===== config.mk =====
export PLATFORM = sky130hd
export DESIGN_NAME = dcp_top
export DESIGN_NICKNAME = d
export VERILOG_FILES = /design/src/pkg/dcp_pkg.sv /design/src/dcp_top.sv /design/src/dcp_sync.sv /design/src/dcp_channel.sv
export SDC_FILE = /design/constraint.sdc
export NUM_CORES = 1
export LEC_CHECK = 0
export ABC_CLOCK_PERIOD_IN_PS = 2500
export BUFFER_PORTS_ARGS = -buffer_cell sky130_fd_sc_hd__buf_2
export CAP_MARGIN = 20
export CORE_MARGIN = 3
export CORE_UTILIZATION = 55
export DETAILED_ROUTE_END_ITERATION = 10
export PLACE_DENSITY = 0.84
export SLEW_MARGIN = 20
export SYNTH_ARGS = -nofsm -noshare
export SYNTH_HDL_FRONTEND = slang
export SYNTH_SLANG_ARGS = --single-unit

===== constraint.sdc =====
create_clock -name aclk -period 2.5 [get_ports aclk]
set_clock_uncertainty 0.2 [all_clocks]
set_input_delay 0.25 -clock aclk [delete_from_list [all_inputs] [get_ports aclk]]
set_output_delay 0.25 -clock aclk [all_outputs]
set_load 0.05 [all_outputs]

===== src/pkg/dcp_pkg.sv =====
/*
  Constants, register layout and state encodings of the DAC channel
  protection and power control block.
  Assumes an AXI4-Lite master with 32-bit data and one 20 MHz clock.
*/
// Contract
// - Outputs grounded until supplies good, data written
// - Channels power down independently, reset powered down
// - Powered down: ground switch on, amplifier off
// - Clamp enable selects limit or auto power-down
// - Clamp mode: flag follows short, channel stays
// - Auto mode: short powers down, flags, clears power-up
// - Thermal shutdown disabled after reset
// - Enabled overtemperature shuts channels, sets alert
// - Power control register code 010, bit layout
// - Control register code 011 address 001 layout
// - Alert bits read-only; thermal event downs both
package dcp_pkg;
  localparam int          DCP_NCH          = 2;
  localparam logic [2:0]  DCP_SEL_POWER    = 3'h2;
  localparam logic [2:0]  DCP_SEL_CONTROL  = 3'h3;
  localparam logic [2:0]  DCP_CTRL_ADDR    = 3'h1;
  // Byte addresses on the AXI4-Lite bus
  localparam logic [7:0]  DCP_OFF_POWER    = 8'h08;
  localparam logic [7:0]  DCP_OFF_CONTROL  = 8'h0c;
  localparam logic [7:0]  DCP_OFF_DATA_A   = 8'h00;
  localparam logic [7:0]  DCP_OFF_DATA_B   = 8'h04;
  localparam logic [7:0]  DCP_OFF_IRQ_STAT = 8'h10;
  localparam logic [7:0]  DCP_OFF_IRQ_MASK = 8'h14;
  localparam logic [7:0]  DCP_OFF_SUPPLY   = 8'h18;
  // Power control register bit positions
  localparam int          DCP_PU_A_BIT     = 0;
  localparam int          DCP_PU_B_BIT     = 2;
  localparam int          DCP_TALERT_BIT   = 5;
  localparam int          DCP_OC_A_BIT     = 7;
  localparam int          DCP_OC_B_BIT     = 9;
  // Control register bit positions
  localparam int          DCP_SDO_DIS_BIT  = 0;
  localparam int          DCP_CLR_SEL_BIT  = 1;
  localparam int          DCP_CLAMP_BIT    = 2;
  localparam int          DCP_TSD_EN_BIT   = 3;
  localparam logic [3:0]  DCP_CONTROL_RST  = 4'h4;
  // Interrupt status layout
  localparam int          DCP_IRQ_OC_A     = 0;
  localparam int          DCP_IRQ_OC_B     = 1;
  localparam int          DCP_IRQ_THERM    = 2;
  localparam int          DCP_IRQ_W        = 3;
  localparam logic [1:0]  DCP_RESP_OKAY    = 2'h0;
  localparam logic [1:0]  DCP_RESP_SLVERR  = 2'h2;

  typedef enum logic [2:0] {
    DCP_CH_CLAMPED = 3'b001,
    DCP_CH_OFF     = 3'b010,
    DCP_CH_ON      = 3'b100
  } dcp_ch_state_type;
endpackage


===== src/dcp_top.sv =====
/*
  DAC channel protection and power control with AXI4-Lite registers.
  Assumes detector and supply inputs are asynchronous levels and the
  bus master keeps at most one write and one read outstanding.
*/
// Chosen here: register access over AXI4-Lite and the register offsets.
`timescale 1ns/1ps
module dcp_top
  import dcp_pkg::*;
(
  input  wire logic        aclk,
  input  wire logic        aresetn,
  input  wire logic [7:0]  s_axi_awaddr,
  input  wire logic        s_axi_awvalid,
  output logic             s_axi_awready,
  input  wire logic [31:0] s_axi_wdata,
  input  wire logic [3:0]  s_axi_wstrb,
  input  wire logic        s_axi_wvalid,
  output logic             s_axi_wready,
  output logic [1:0]       s_axi_bresp,
  output logic             s_axi_bvalid,
  input  wire logic        s_axi_bready,
  input  wire logic [7:0]  s_axi_araddr,
  input  wire logic        s_axi_arvalid,
  output logic             s_axi_arready,
  output logic [31:0]      s_axi_rdata,
  output logic [1:0]       s_axi_rresp,
  output logic             s_axi_rvalid,
  input  wire logic        s_axi_rready,
  input  wire logic        supply_stable,
  input  wire logic [1:0]  overcurrent_detect,
  input  wire logic        overtemp_detect,
  output logic [1:0]       amplifier_output_gate,
  output logic [1:0]       output_ground_switch,
  output logic             current_clamp_enable,
  output logic [15:0]      dac_data_a,
  output logic [15:0]      dac_data_b,
  output logic             irq
);
  logic [1:0]         oc_sync;
  logic               ot_sync;
  logic               supply_sync;
  logic [1:0]         channel_power_up_q;
  logic [1:0]         overcurrent_flag_q;
  logic               thermal_alert_q;
  logic [3:0]         control_q;
  logic [1:0]         data_written_q;
  logic [DCP_IRQ_W-1:0] irq_stat_q;
  logic [DCP_IRQ_W-1:0] irq_mask_q;
  logic [1:0]         oc_prev_q;
  logic               ot_prev_q;
  logic               aw_held_q;
  logic               w_held_q;
  logic [7:0]         awaddr_q;
  logic [31:0]        wdata_q;
  logic [3:0]         wstrb_q;
  logic               wr_go;
  logic               wr_hit;
  logic               thermal_event;
  logic [1:0]         auto_down;
  logic [DCP_IRQ_W-1:0] irq_events;
  logic [31:0]        power_word;
  logic [31:0]        rd_word;
  logic               rd_hit;

  function automatic logic mapped(input logic [7:0] a);
    mapped = (a == DCP_OFF_POWER) || (a == DCP_OFF_CONTROL) ||
             (a == DCP_OFF_DATA_A) || (a == DCP_OFF_DATA_B) ||
             (a == DCP_OFF_IRQ_STAT) || (a == DCP_OFF_IRQ_MASK) ||
             (a == DCP_OFF_SUPPLY);
  endfunction

  dcp_sync #(.W(4)) u_sync (
    .aclk     (aclk),
    .aresetn  (aresetn),
    .async_in ({supply_stable, overtemp_detect, overcurrent_detect}),
    .sync_out ({supply_sync, ot_sync, oc_sync})
  );

  // Write channel acceptance, address and data in either order
  assign s_axi_awready = !aw_held_q && !s_axi_bvalid;
  assign s_axi_wready  = !w_held_q && !s_axi_bvalid;
  assign wr_go  = aw_held_q && w_held_q && !s_axi_bvalid;
  assign wr_hit = wr_go && mapped(awaddr_q);

  always_ff @(posedge aclk)
  begin
    if (!aresetn)
    begin
      aw_held_q <= 1'b0;
      w_held_q  <= 1'b0;
      awaddr_q  <= 8'h00;
      wdata_q   <= 32'h0000_0000;
      wstrb_q   <= 4'h0;
    end
    else
    begin
      if (s_axi_awvalid && s_axi_awready)
      begin
        aw_held_q <= 1'b1;
        awaddr_q  <= s_axi_awaddr;
      end
      else if (wr_go)
        aw_held_q <= 1'b0;
      if (s_axi_wvalid && s_axi_wready)
      begin
        w_held_q <= 1'b1;
        wdata_q  <= s_axi_wdata;
        wstrb_q  <= s_axi_wstrb;
      end
      else if (wr_go)
        w_held_q <= 1'b0;
    end
  end

  always_ff @(posedge aclk)
  begin
    if (!aresetn)
    begin
      s_axi_bvalid <= 1'b0;
      s_axi_bresp  <= DCP_RESP_OKAY;
    end
    else if (wr_go)
    begin
      s_axi_bvalid <= 1'b1;
      s_axi_bresp  <= wr_hit ? DCP_RESP_OKAY : DCP_RESP_SLVERR;
    end
    else if (s_axi_bready)
      s_axi_bvalid <= 1'b0;
  end

  // Fault events
  assign thermal_event = control_q[DCP_TSD_EN_BIT] && ot_sync;
  assign auto_down = control_q[DCP_CLAMP_BIT] ? 2'b00 : oc_sync;
  assign current_clamp_enable = control_q[DCP_CLAMP_BIT];

  // Power-up bits; faults win over a host write
  always_ff @(posedge aclk)
  begin
    if (!aresetn)
      channel_power_up_q <= 2'b00;
    else
    begin
      if (wr_hit && awaddr_q == DCP_OFF_POWER && wstrb_q[0])
      begin
        channel_power_up_q[0] <= wdata_q[DCP_PU_A_BIT];
        channel_power_up_q[1] <= wdata_q[DCP_PU_B_BIT];
      end
      if (thermal_event)
        channel_power_up_q <= 2'b00;
      for (int i = 0; i < DCP_NCH; i++)
        if (auto_down[i])
          channel_power_up_q[i] <= 1'b0;
    end
  end

  // Read-only alert flags, never written by the host
  always_ff @(posedge aclk)
  begin
    if (!aresetn)
    begin
      overcurrent_flag_q <= 2'b00;
      thermal_alert_q    <= 1'b0;
    end
    else
    begin
      for (int i = 0; i < DCP_NCH; i++)
        if (control_q[DCP_CLAMP_BIT])
          overcurrent_flag_q[i] <= oc_sync[i];
        else if (oc_sync[i])
          overcurrent_flag_q[i] <= 1'b1;
        else if (channel_power_up_q[i])
          overcurrent_flag_q[i] <= 1'b0;
      if (thermal_event)
        thermal_alert_q <= 1'b1;
      else if (!ot_sync && channel_power_up_q != 2'b00)
        thermal_alert_q <= 1'b0;
    end
  end

  always_ff @(posedge aclk)
  begin
    if (!aresetn)
      control_q <= DCP_CONTROL_RST;
    else if (wr_hit && awaddr_q == DCP_OFF_CONTROL && wstrb_q[0])
      control_q <= wdata_q[3:0];
  end

  // DAC data words; a write marks the channel valid
  always_ff @(posedge aclk)
  begin
    if (!aresetn)
    begin
      dac_data_a     <= 16'h0000;
      dac_data_b     <= 16'h0000;
      data_written_q <= 2'b00;
    end
    else if (wr_hit && awaddr_q == DCP_OFF_DATA_A)
    begin
      dac_data_a        <= wdata_q[15:0];
      data_written_q[0] <= 1'b1;
    end
    else if (wr_hit && awaddr_q == DCP_OFF_DATA_B)
    begin
      dac_data_b        <= wdata_q[15:0];
      data_written_q[1] <= 1'b1;
    end
  end

  // Interrupts: rising-edge events, set wins over write-one clear
  assign irq_events = {thermal_event && !ot_prev_q,
                       oc_sync[1] && !oc_prev_q[1],
                       oc_sync[0] && !oc_prev_q[0]};

  always_ff @(posedge aclk)
  begin
    if (!aresetn)
    begin
      irq_stat_q <= '0;
      irq_mask_q <= '0;
      oc_prev_q  <= 2'b00;
      ot_prev_q  <= 1'b0;
    end
    else
    begin
      oc_prev_q <= oc_sync;
      ot_prev_q <= thermal_event;
      if (wr_hit && awaddr_q == DCP_OFF_IRQ_STAT)
        irq_stat_q <= (irq_stat_q & ~wdata_q[DCP_IRQ_W-1:0]) | irq_events;
      else
        irq_stat_q <= irq_stat_q | irq_events;
      if (wr_hit && awaddr_q == DCP_OFF_IRQ_MASK)
        irq_mask_q <= wdata_q[DCP_IRQ_W-1:0];
    end
  end

  assign irq = |(irq_stat_q & irq_mask_q);

  genvar g;
  generate
    for (g = 0; g < DCP_NCH; g++)
    begin : g_ch
      dcp_channel u_ch (
        .aclk                  (aclk),
        .aresetn               (aresetn),
        .supply_good           (supply_sync),
        .data_written          (data_written_q[g]),
        .power_up              (channel_power_up_q[g]),
        .amplifier_output_gate (amplifier_output_gate[g]),
        .output_ground_switch  (output_ground_switch[g])
      );
    end
  endgenerate

  // Read path
  always_comb
  begin
    power_word = 32'h0000_0000;
    power_word[DCP_PU_A_BIT]   = channel_power_up_q[0];
    power_word[DCP_PU_B_BIT]   = channel_power_up_q[1];
    power_word[DCP_TALERT_BIT] = thermal_alert_q;
    power_word[DCP_OC_A_BIT]   = overcurrent_flag_q[0];
    power_word[DCP_OC_B_BIT]   = overcurrent_flag_q[1];
  end

  always_comb
  begin
    rd_hit  = 1'b1;
    rd_word = 32'h0000_0000;
    unique case (s_axi_araddr)
      DCP_OFF_POWER:    rd_word = power_word;
      DCP_OFF_CONTROL:  rd_word = {28'h0000000, control_q};
      DCP_OFF_DATA_A:   rd_word = {16'h0000, dac_data_a};
      DCP_OFF_DATA_B:   rd_word = {16'h0000, dac_data_b};
      DCP_OFF_IRQ_STAT: rd_word = {29'h0000000, irq_stat_q};
      DCP_OFF_IRQ_MASK: rd_word = {29'h0000000, irq_mask_q};
      DCP_OFF_SUPPLY:   rd_word = {31'h00000000, supply_sync};
      default:          rd_hit  = 1'b0;
    endcase
  end

  assign s_axi_arready = !s_axi_rvalid;

  always_ff @(posedge aclk)
  begin
    if (!aresetn)
    begin
      s_axi_rvalid <= 1'b0;
      s_axi_rdata  <= 32'h0000_0000;
      s_axi_rresp  <= DCP_RESP_OKAY;
    end
    else if (s_axi_arvalid && s_axi_arready)
    begin
      s_axi_rvalid <= 1'b1;
      s_axi_rdata  <= rd_word;
      s_axi_rresp  <= rd_hit ? DCP_RESP_OKAY : DCP_RESP_SLVERR;
    end
    else if (s_axi_rready)
      s_axi_rvalid <= 1'b0;
  end
endmodule


===== src/dcp_sync.sv =====
/*
  Two-flop synchroniser for asynchronous detector levels.
  Assumes inputs are quasi-static levels from the analog side.
*/
`timescale 1ns/1ps
module dcp_sync
  import dcp_pkg::*;
#(
  parameter int W = 1
)(
  input  wire logic         aclk,
  input  wire logic         aresetn,
  input  wire logic [W-1:0] async_in,
  output logic      [W-1:0] sync_out
);
  logic [W-1:0] meta_q;

  always_ff @(posedge aclk)
  begin
    if (!aresetn)
    begin
      meta_q   <= '0;
      sync_out <= '0;
    end
    else
    begin
      meta_q   <= async_in;
      sync_out <= meta_q;
    end
  end
endmodule


===== src/dcp_channel.sv =====
/*
  One DAC channel power state machine with output switch control.
  Assumes synchronised power-up and supply inputs on the same clock.
*/
`timescale 1ns/1ps
module dcp_channel
  import dcp_pkg::*;
(
  input  wire logic aclk,
  input  wire logic aresetn,
  input  wire logic supply_good,
  input  wire logic data_written,
  input  wire logic power_up,
  output logic      amplifier_output_gate,
  output logic      output_ground_switch
);
  dcp_ch_state_type state_q;
  dcp_ch_state_type state_d;

  always_comb
  begin
    state_d = state_q;
    unique case (state_q)
      DCP_CH_CLAMPED:
        if (supply_good && data_written && power_up)
          state_d = DCP_CH_ON;
        else if (supply_good && data_written)
          state_d = DCP_CH_OFF;
      DCP_CH_OFF:
        if (!supply_good)
          state_d = DCP_CH_CLAMPED;
        else if (power_up)
          state_d = DCP_CH_ON;
      DCP_CH_ON:
        if (!supply_good)
          state_d = DCP_CH_CLAMPED;
        else if (!power_up)
          state_d = DCP_CH_OFF;
      default:
        state_d = DCP_CH_CLAMPED;
    endcase
  end

  always_ff @(posedge aclk)
  begin
    if (!aresetn)
      state_q <= DCP_CH_CLAMPED;
    else
      state_q <= state_d;
  end

  always_ff @(posedge aclk)
  begin
    if (!aresetn)
    begin
      amplifier_output_gate <= 1'b0;
      output_ground_switch  <= 1'b1;
    end
    else
    begin
      amplifier_output_gate <= (state_d == DCP_CH_ON);
      output_ground_switch  <= (state_d != DCP_CH_ON);
    end
  end
endmodule


* Word-level counts from Yosys, hierarchy flattened *
Index checks and enable logic that the tools add are counted.

operators by class
  $add $sub $neg = 0
  $mul = 0
  divide/modulo/power cells = 0
  order comparisons = 0
  eq/ne operators = 22
  shift operators = 0
  muxes and demuxes = 35
  bitwise logic cells = 7
  reduce and logical (&&, ||, !) cells = 54

operators with widths
  kind                  count
  $pmux W16 S7          1
  $eq A8 B5 Y1 const B  6
  $mux W3               13
  $eq A8 B4 Y1 const B  4
  $logic_and A1 B1 Y1   25
  $pmux W3 S3           2
  $eq A8 B3 Y1 const B  2
  $logic_not A8 Y1      2
  $mux W1               16
  $eq A3 B3 Y1 const B  4
  $reduce_bool A2 Y1    6
  $reduce_or A3 Y1      3
  $logic_not A1 Y1      8
  $reduce_or A7 Y1      1
  $and A3 B3 Y3         2
  $eq A3 B1 Y1 const B  2
  $eq A3 B2 Y1 const B  2
  $logic_or A1 B1 Y1    6
  $mux W2               3
  $ne A3 B3 Y1 const B  2
  $or A3 B3 Y3          2
  $reduce_bool A3 Y1    2
  $not A3 Y3            1
  $not A1 Y1            2
  $reduce_and A2 Y1     1

word-level totals
  bits in registers = 135
  bits in latches = 0
  RAM bits = 0
  memory bits (read-only) = 0
  output and inout port bits = 79
  logic and storage cells = 150
  memories kept = 0

* Logic depth before layout (Yosys ltp) *
  word-level depth = 11
  gate-level depth with buffers = 6
  mapped depth without buffers = 5

* Cells and area by module *
A second synthesis with hierarchy kept.

unflattened totals
  cells, all modules = 526
  area, all modules = 4,860.9 µm²

modules (own cells, without submodules)
  module       instances  cells each  area each (µm²)  sequential area each (µm²)
  dcp_top      1          480         4,317.9          1,981.9
  dcp_channel  2          15          166.4            100.1
  dcp_sync     1          16          210.2            160.2

* Worst setup path after synthesis *
OpenSTA, ideal clock, no wires.

  path type = reg2reg
  start point = register s_axi_bvalid
  end point = register wdata_q[8]
  arrival time = 2.122 ns
  data required time = 2.224 ns
  slack = 0.102 ns
  cell stages (with the launch flop) = 7
  path buffers = 2
  period minus slack after synthesis = 2.398 ns
  cells stage by stage = dfxtp_1 -> nor2_1 -> and2_1 -> buf_2 -> clkbuf_1 -> nand2_1 -> a21boi_0

on the way
  word-level cells in the longest chain between the ends = 3

ends and longest elaborated chain
  item                    RTL line        source
  from (decl)             dcp_top.sv:21   output logic s_axi_bvalid,
  from (signal assigned)  dcp_top.sv:120  s_axi_bvalid <= 1'b0;
  from (signal assigned)  dcp_top.sv:125  s_axi_bvalid <= 1'b1;
  from (signal assigned)  dcp_top.sv:129  s_axi_bvalid <= 1'b0;
  $logic_not A1 Y1        dcp_top.sv:82   assign s_axi_wready = !w_held_q && !s_axi_bvalid;
  $logic_and A1 B1 Y1     dcp_top.sv:82
  named net s_axi_wready  dcp_top.sv:19   output logic s_axi_wready,
  $logic_and A1 B1 Y1     dcp_top.sv:105  if (s_axi_wvalid && s_axi_wready)
  to (signal assigned)    dcp_top.sv:108  wdata_q <= s_axi_wdata;
  to (decl)               dcp_top.sv:55   logic [31:0] wdata_q;

The timed path passes the listed nets, and every way through them passes these cells.
A chain may end at the register's enable or synchronous reset.

* Final worst setup path *
  start point = input port s_axi_araddr[6]
  end point = register s_axi_rdata[2]

on the way
  word-level cells in the longest chain between the ends = 2
  elaborated cells between the ends (all ways) = 8
  classes of those cells = eq/ne (6); mux (1); reduce/logical (1)

ends and longest elaborated chain
  item                                        RTL line        source
  from (decl)                                 dcp_top.sv:23   input wire logic [7:0] s_axi_araddr,
  $eq A8 B5 Y1, or another cell as far along  dcp_top.sv:270  unique case (s_axi_araddr)
  $pmux W16 S7 *                              dcp_top.sv:270
  to (signal assigned)                        dcp_top.sv:295  s_axi_rdata <= rd_word;
  to (decl)                                   dcp_top.sv:26   output logic [31:0] s_axi_rdata,

Mark *: on every way between the ends. The rest lies on a longest branch, timed or not.

==> results.json <==
{
  "status": "complete, no violations",
  "crit_buf_inv": 3,
  "insertion_delay_ps": 510,
  "avgSynthCellArea_um2": 8.97,
  "grt_pass1_wl_mm": 19.3,
  "drc": 0,
  "synth_edf_count": 0,
  "grt_max_degree": 95,
  "path_clk_slew_ps": 50,
  "h-tree-depth": 4,
  "hpwl_mm": 7.35,
  "cts_sinks": 117,
  "num_vias": 4233,
  "maxCapViolCount": 0,
  "detail-route-antenna-nets": 0,
  "start_kind": "input port",
  "syn_inst": 529,
  "rsz0062_at_grt": "no",
  "synth_cell_types": 42,
  "cts_setup_buffers": 0,
  "dr.pass1.iters": 4,
  "drt_wl_total_mm": 11.7,
  "drt-initial-drc-count": 260,
  "max-vdd-ir-drop_v": 0.000501,
  "synthesis.area_um2": 4740,
  "ys_seq_area_share_pct": 49.4,
  "start_util_pct": 57.2,
  "grt-ovfl-total": 0,
  "r2r_slack_ps": 260,
  "crit_path_end_kind": "flip-flop",
  "layout-drive-gt1-share_pct": 22.5,
  "clk_path_buf_depth": 2,
  "fin_setup_tns_ps": 0,
  "hp-class": "in2reg",
  "leakage_nw": 2.77,
  "num_rows": 33,
  "report.final.slew_viol_count": 0,
  "wire_per_inst_um": 14.7,
  "grt_use_total_pct": 24.8,
  "crit_type": "in2reg",
  "gp_congestion": 0.883,
  "fp.dieArea_um2": 9780,
  "tightestPinTransition_ps": 612,
  "portBuffers": 104,
  "ys_warn_count": 0,
  "critPathSlowestCell": "dlygate4sd3_1",
  "path_cells": "dlygate4sd3_1 > buf_2 > or4_4 > nor4_4 > dlygate4sd3_1 > o21ai_0 > a21boi_0",
  "cp.required_ps": 2730,
  "ios": 142,
  "finalSetupViolCount": 0,
  "cpMostUsedCell": "dlygate4sd3_1",
  "core_area_um2": 8300,
  "finalHoldViolations": 0,
  "die_y_um": 98.9,
  "fmax_mhz": 442,
  "num_antenna_cells": 0,
  "viasPerCell": 5.30,
  "chipWidth_um": 98.9,
  "syn_to_final_growth_pct": 34.5,
  "finalCritPeriodShare_pct": 90.5,
  "root_buffer": "clkbuf_8",
  "ys_seq_elements": 117,
  "antenna_found_initial": 0,
  "utilization_pct": 76.9,
  "cts_tree": "done",
  "slew_headroom_pct": 59.1,
  "synth_ff_type": "dfxtp_1",
  "first_global_vias": 4091,
  "nets": 745,
  "critPathTopFamily": "buffers and inverters",
  "cts_made_buffers": 17,
  "async_reset_ff_share_pct": 0,
  "cp_max_fo": 3,
  "arrival_ps": 2490,
  "powerDensity_nw_per_um2": 709,
  "crit_path_max_incr_delay_ps": 630,
  "period_needed_ps": 2260
}
worst paths after layout:
path                                from                       endpoint  depth (start not counted)
min reg2reg  u_sync.meta_q[3]$_SDFF_PN0_  u_sync.sync_out[3]$_SDFF_PN0_                          1
min                      s_axi_araddr[5]    s_axi_rdata[7]$_SDFFE_PN0P_                          5
max                      s_axi_araddr[6]    s_axi_rdata[2]$_SDFFE_PN0P_                          7
max reg2reg    s_axi_bvalid$_SDFFE_PN0P_        wdata_q[5]$_SDFFE_PN0P_                          5
sequential cells by signal, indices dropped and copies added, names as in the netlist, 3 cells and up:
| signal | count |
|---|---|
| g_ch.u_ch.state_q | 6 |
| u_sync.sync_out | 4 |
| awaddr_q | 8 |
| wdata_q | 16 |
| irq_mask_q | 3 |
| u_sync.meta_q | 4 |
| control_q | 4 |
| irq_stat_q | 3 |
| s_axi_rdata | 16 |
| dac_data_a | 16 |
| dac_data_b | 16 |
cells in the final DEF, fill, tap and decap left out, types with 9 or more instances in the layout:
| master | synthesis | layout |
|---|---|---|
| conb_1 | 1 | 18 |
| mux2i_1 | 18 | 18 |
| o21ai_0 | 49 | 49 |
| dfxtp_1 | 117 | 117 |
| nor2b_1 | 22 | 22 |
| nand3_1 | 41 | 41 |
| nand2_1 | 86 | 86 |
| a22oi_1 | 9 | 9 |
| a21boi_0 | 32 | 32 |
| buf_2 | 4 | 103 |
| nor2_1 | 17 | 17 |
| dlygate4sd3_1 | 0 | 63 |
| mux2_2 | 9 | 9 |
| and2_1 | 15 | 15 |
| clkbuf_16 | 0 | 16 |
per-layer routing:
| metal | vias up | wire, µm | global-route usage [%] |
|---|---|---|---|
| met1 | 1977 | 4880 | 29.7 |
| met2 | 162 | 5860 | 41.5 |
| li1 | 2078 | - | - |
| met5 | - | 0 | 0 |
| met3 | 16 | 838 | 7.57 |
| met4 | 0 | 157 | 9.87 |
final cells by class:
type / instances / area (µm²)
sequential: 117 / 2340
multi-input combinational: 366 / 2140
fill: 562 / 1920
timing repair buffer: 172 / 1200
clock buffer: 21 / 449
tap: 105 / 131
clock inverter: 10 / 82.6
inverter: 8 / 30.0
Yosys cell counts, types with 4 or more instances:
| library cell | instances | area [µm²] |
|---|---|---|
| and2_1 | 15 | 93.8 |
| o21ai_0 | 49 | 245 |
| dfxtp_1 | 117 | 2340 |
| inv_1 | 8 | 30.0 |
| buf_2 | 4 | 20.0 |
| nand2_1 | 86 | 323 |
| nand3_1 | 41 | 205 |
| buf_4 | 22 | 165 |
| a21oi_1 | 7 | 35.0 |
| nand2b_1 | 6 | 37.5 |
| nor2_1 | 17 | 63.8 |
| a22oi_1 | 9 | 67.6 |
| mux2_2 | 9 | 101 |
| clkbuf_1 | 26 | 97.6 |
| mux2i_1 | 18 | 180 |
| nor2b_1 | 22 | 138 |
| a21boi_0 | 32 | 240 |
cell families (layout without fill, tap and decap cells):
family,Yosys count,count (layout),synth area share (%)
other cells,1,18,0.0790
compound gates,107,107,14.2
buf+inv,63,211,6.86
flops,117,117,49.4
simple gates,211,211,22.4
mux,29,29,6.88
xor+xnor,1,1,0.185
stage by stage:
stage / setup slack, ps / instances / hold slack [ps] / instance area, µm² / power [mW]
2_1_floorplan: 102 / 546 / 177 / 4810 / 2.26
3_3_place_gp: 599 / 705 / 218 / 5220 / 2.31
3_5_place_dp: 541 / 705 / 219 / 5220 / 2.32
4_1_cts: 281 / 799 / 1.36 / 6380 / 4.54
5_1_grt: 39.8 / 799 / 53.2 / 6380 / 4.67
6_report: 238 / 799 / 19.8 / 6380 / 4.52
what timing repair did:
action,CTS,global route
resized for setup,0,0
hold buffers,63,0
hold endpoints to repair,44,0
endpoints found under the setup margin,0,0
worst register-to-register path, delay by kind of cell, from the launching register on:
kind	cells	cell delay [ps]
AND/OR/NAND/NOR	3	850
buffers and inverters	1	560
flip-flops	1	360
AO/OA/AOI/OAI	1	200
power breakdown:
part / switching [mW] / internal, mW / total [mW]
Combinational: 0.255 / 0.168 / 0.423
Clock: 0.800 / 1.35 / 2.15
Sequential: 0.0372 / 1.91 / 1.95
(Power assumes the default switching activity.)
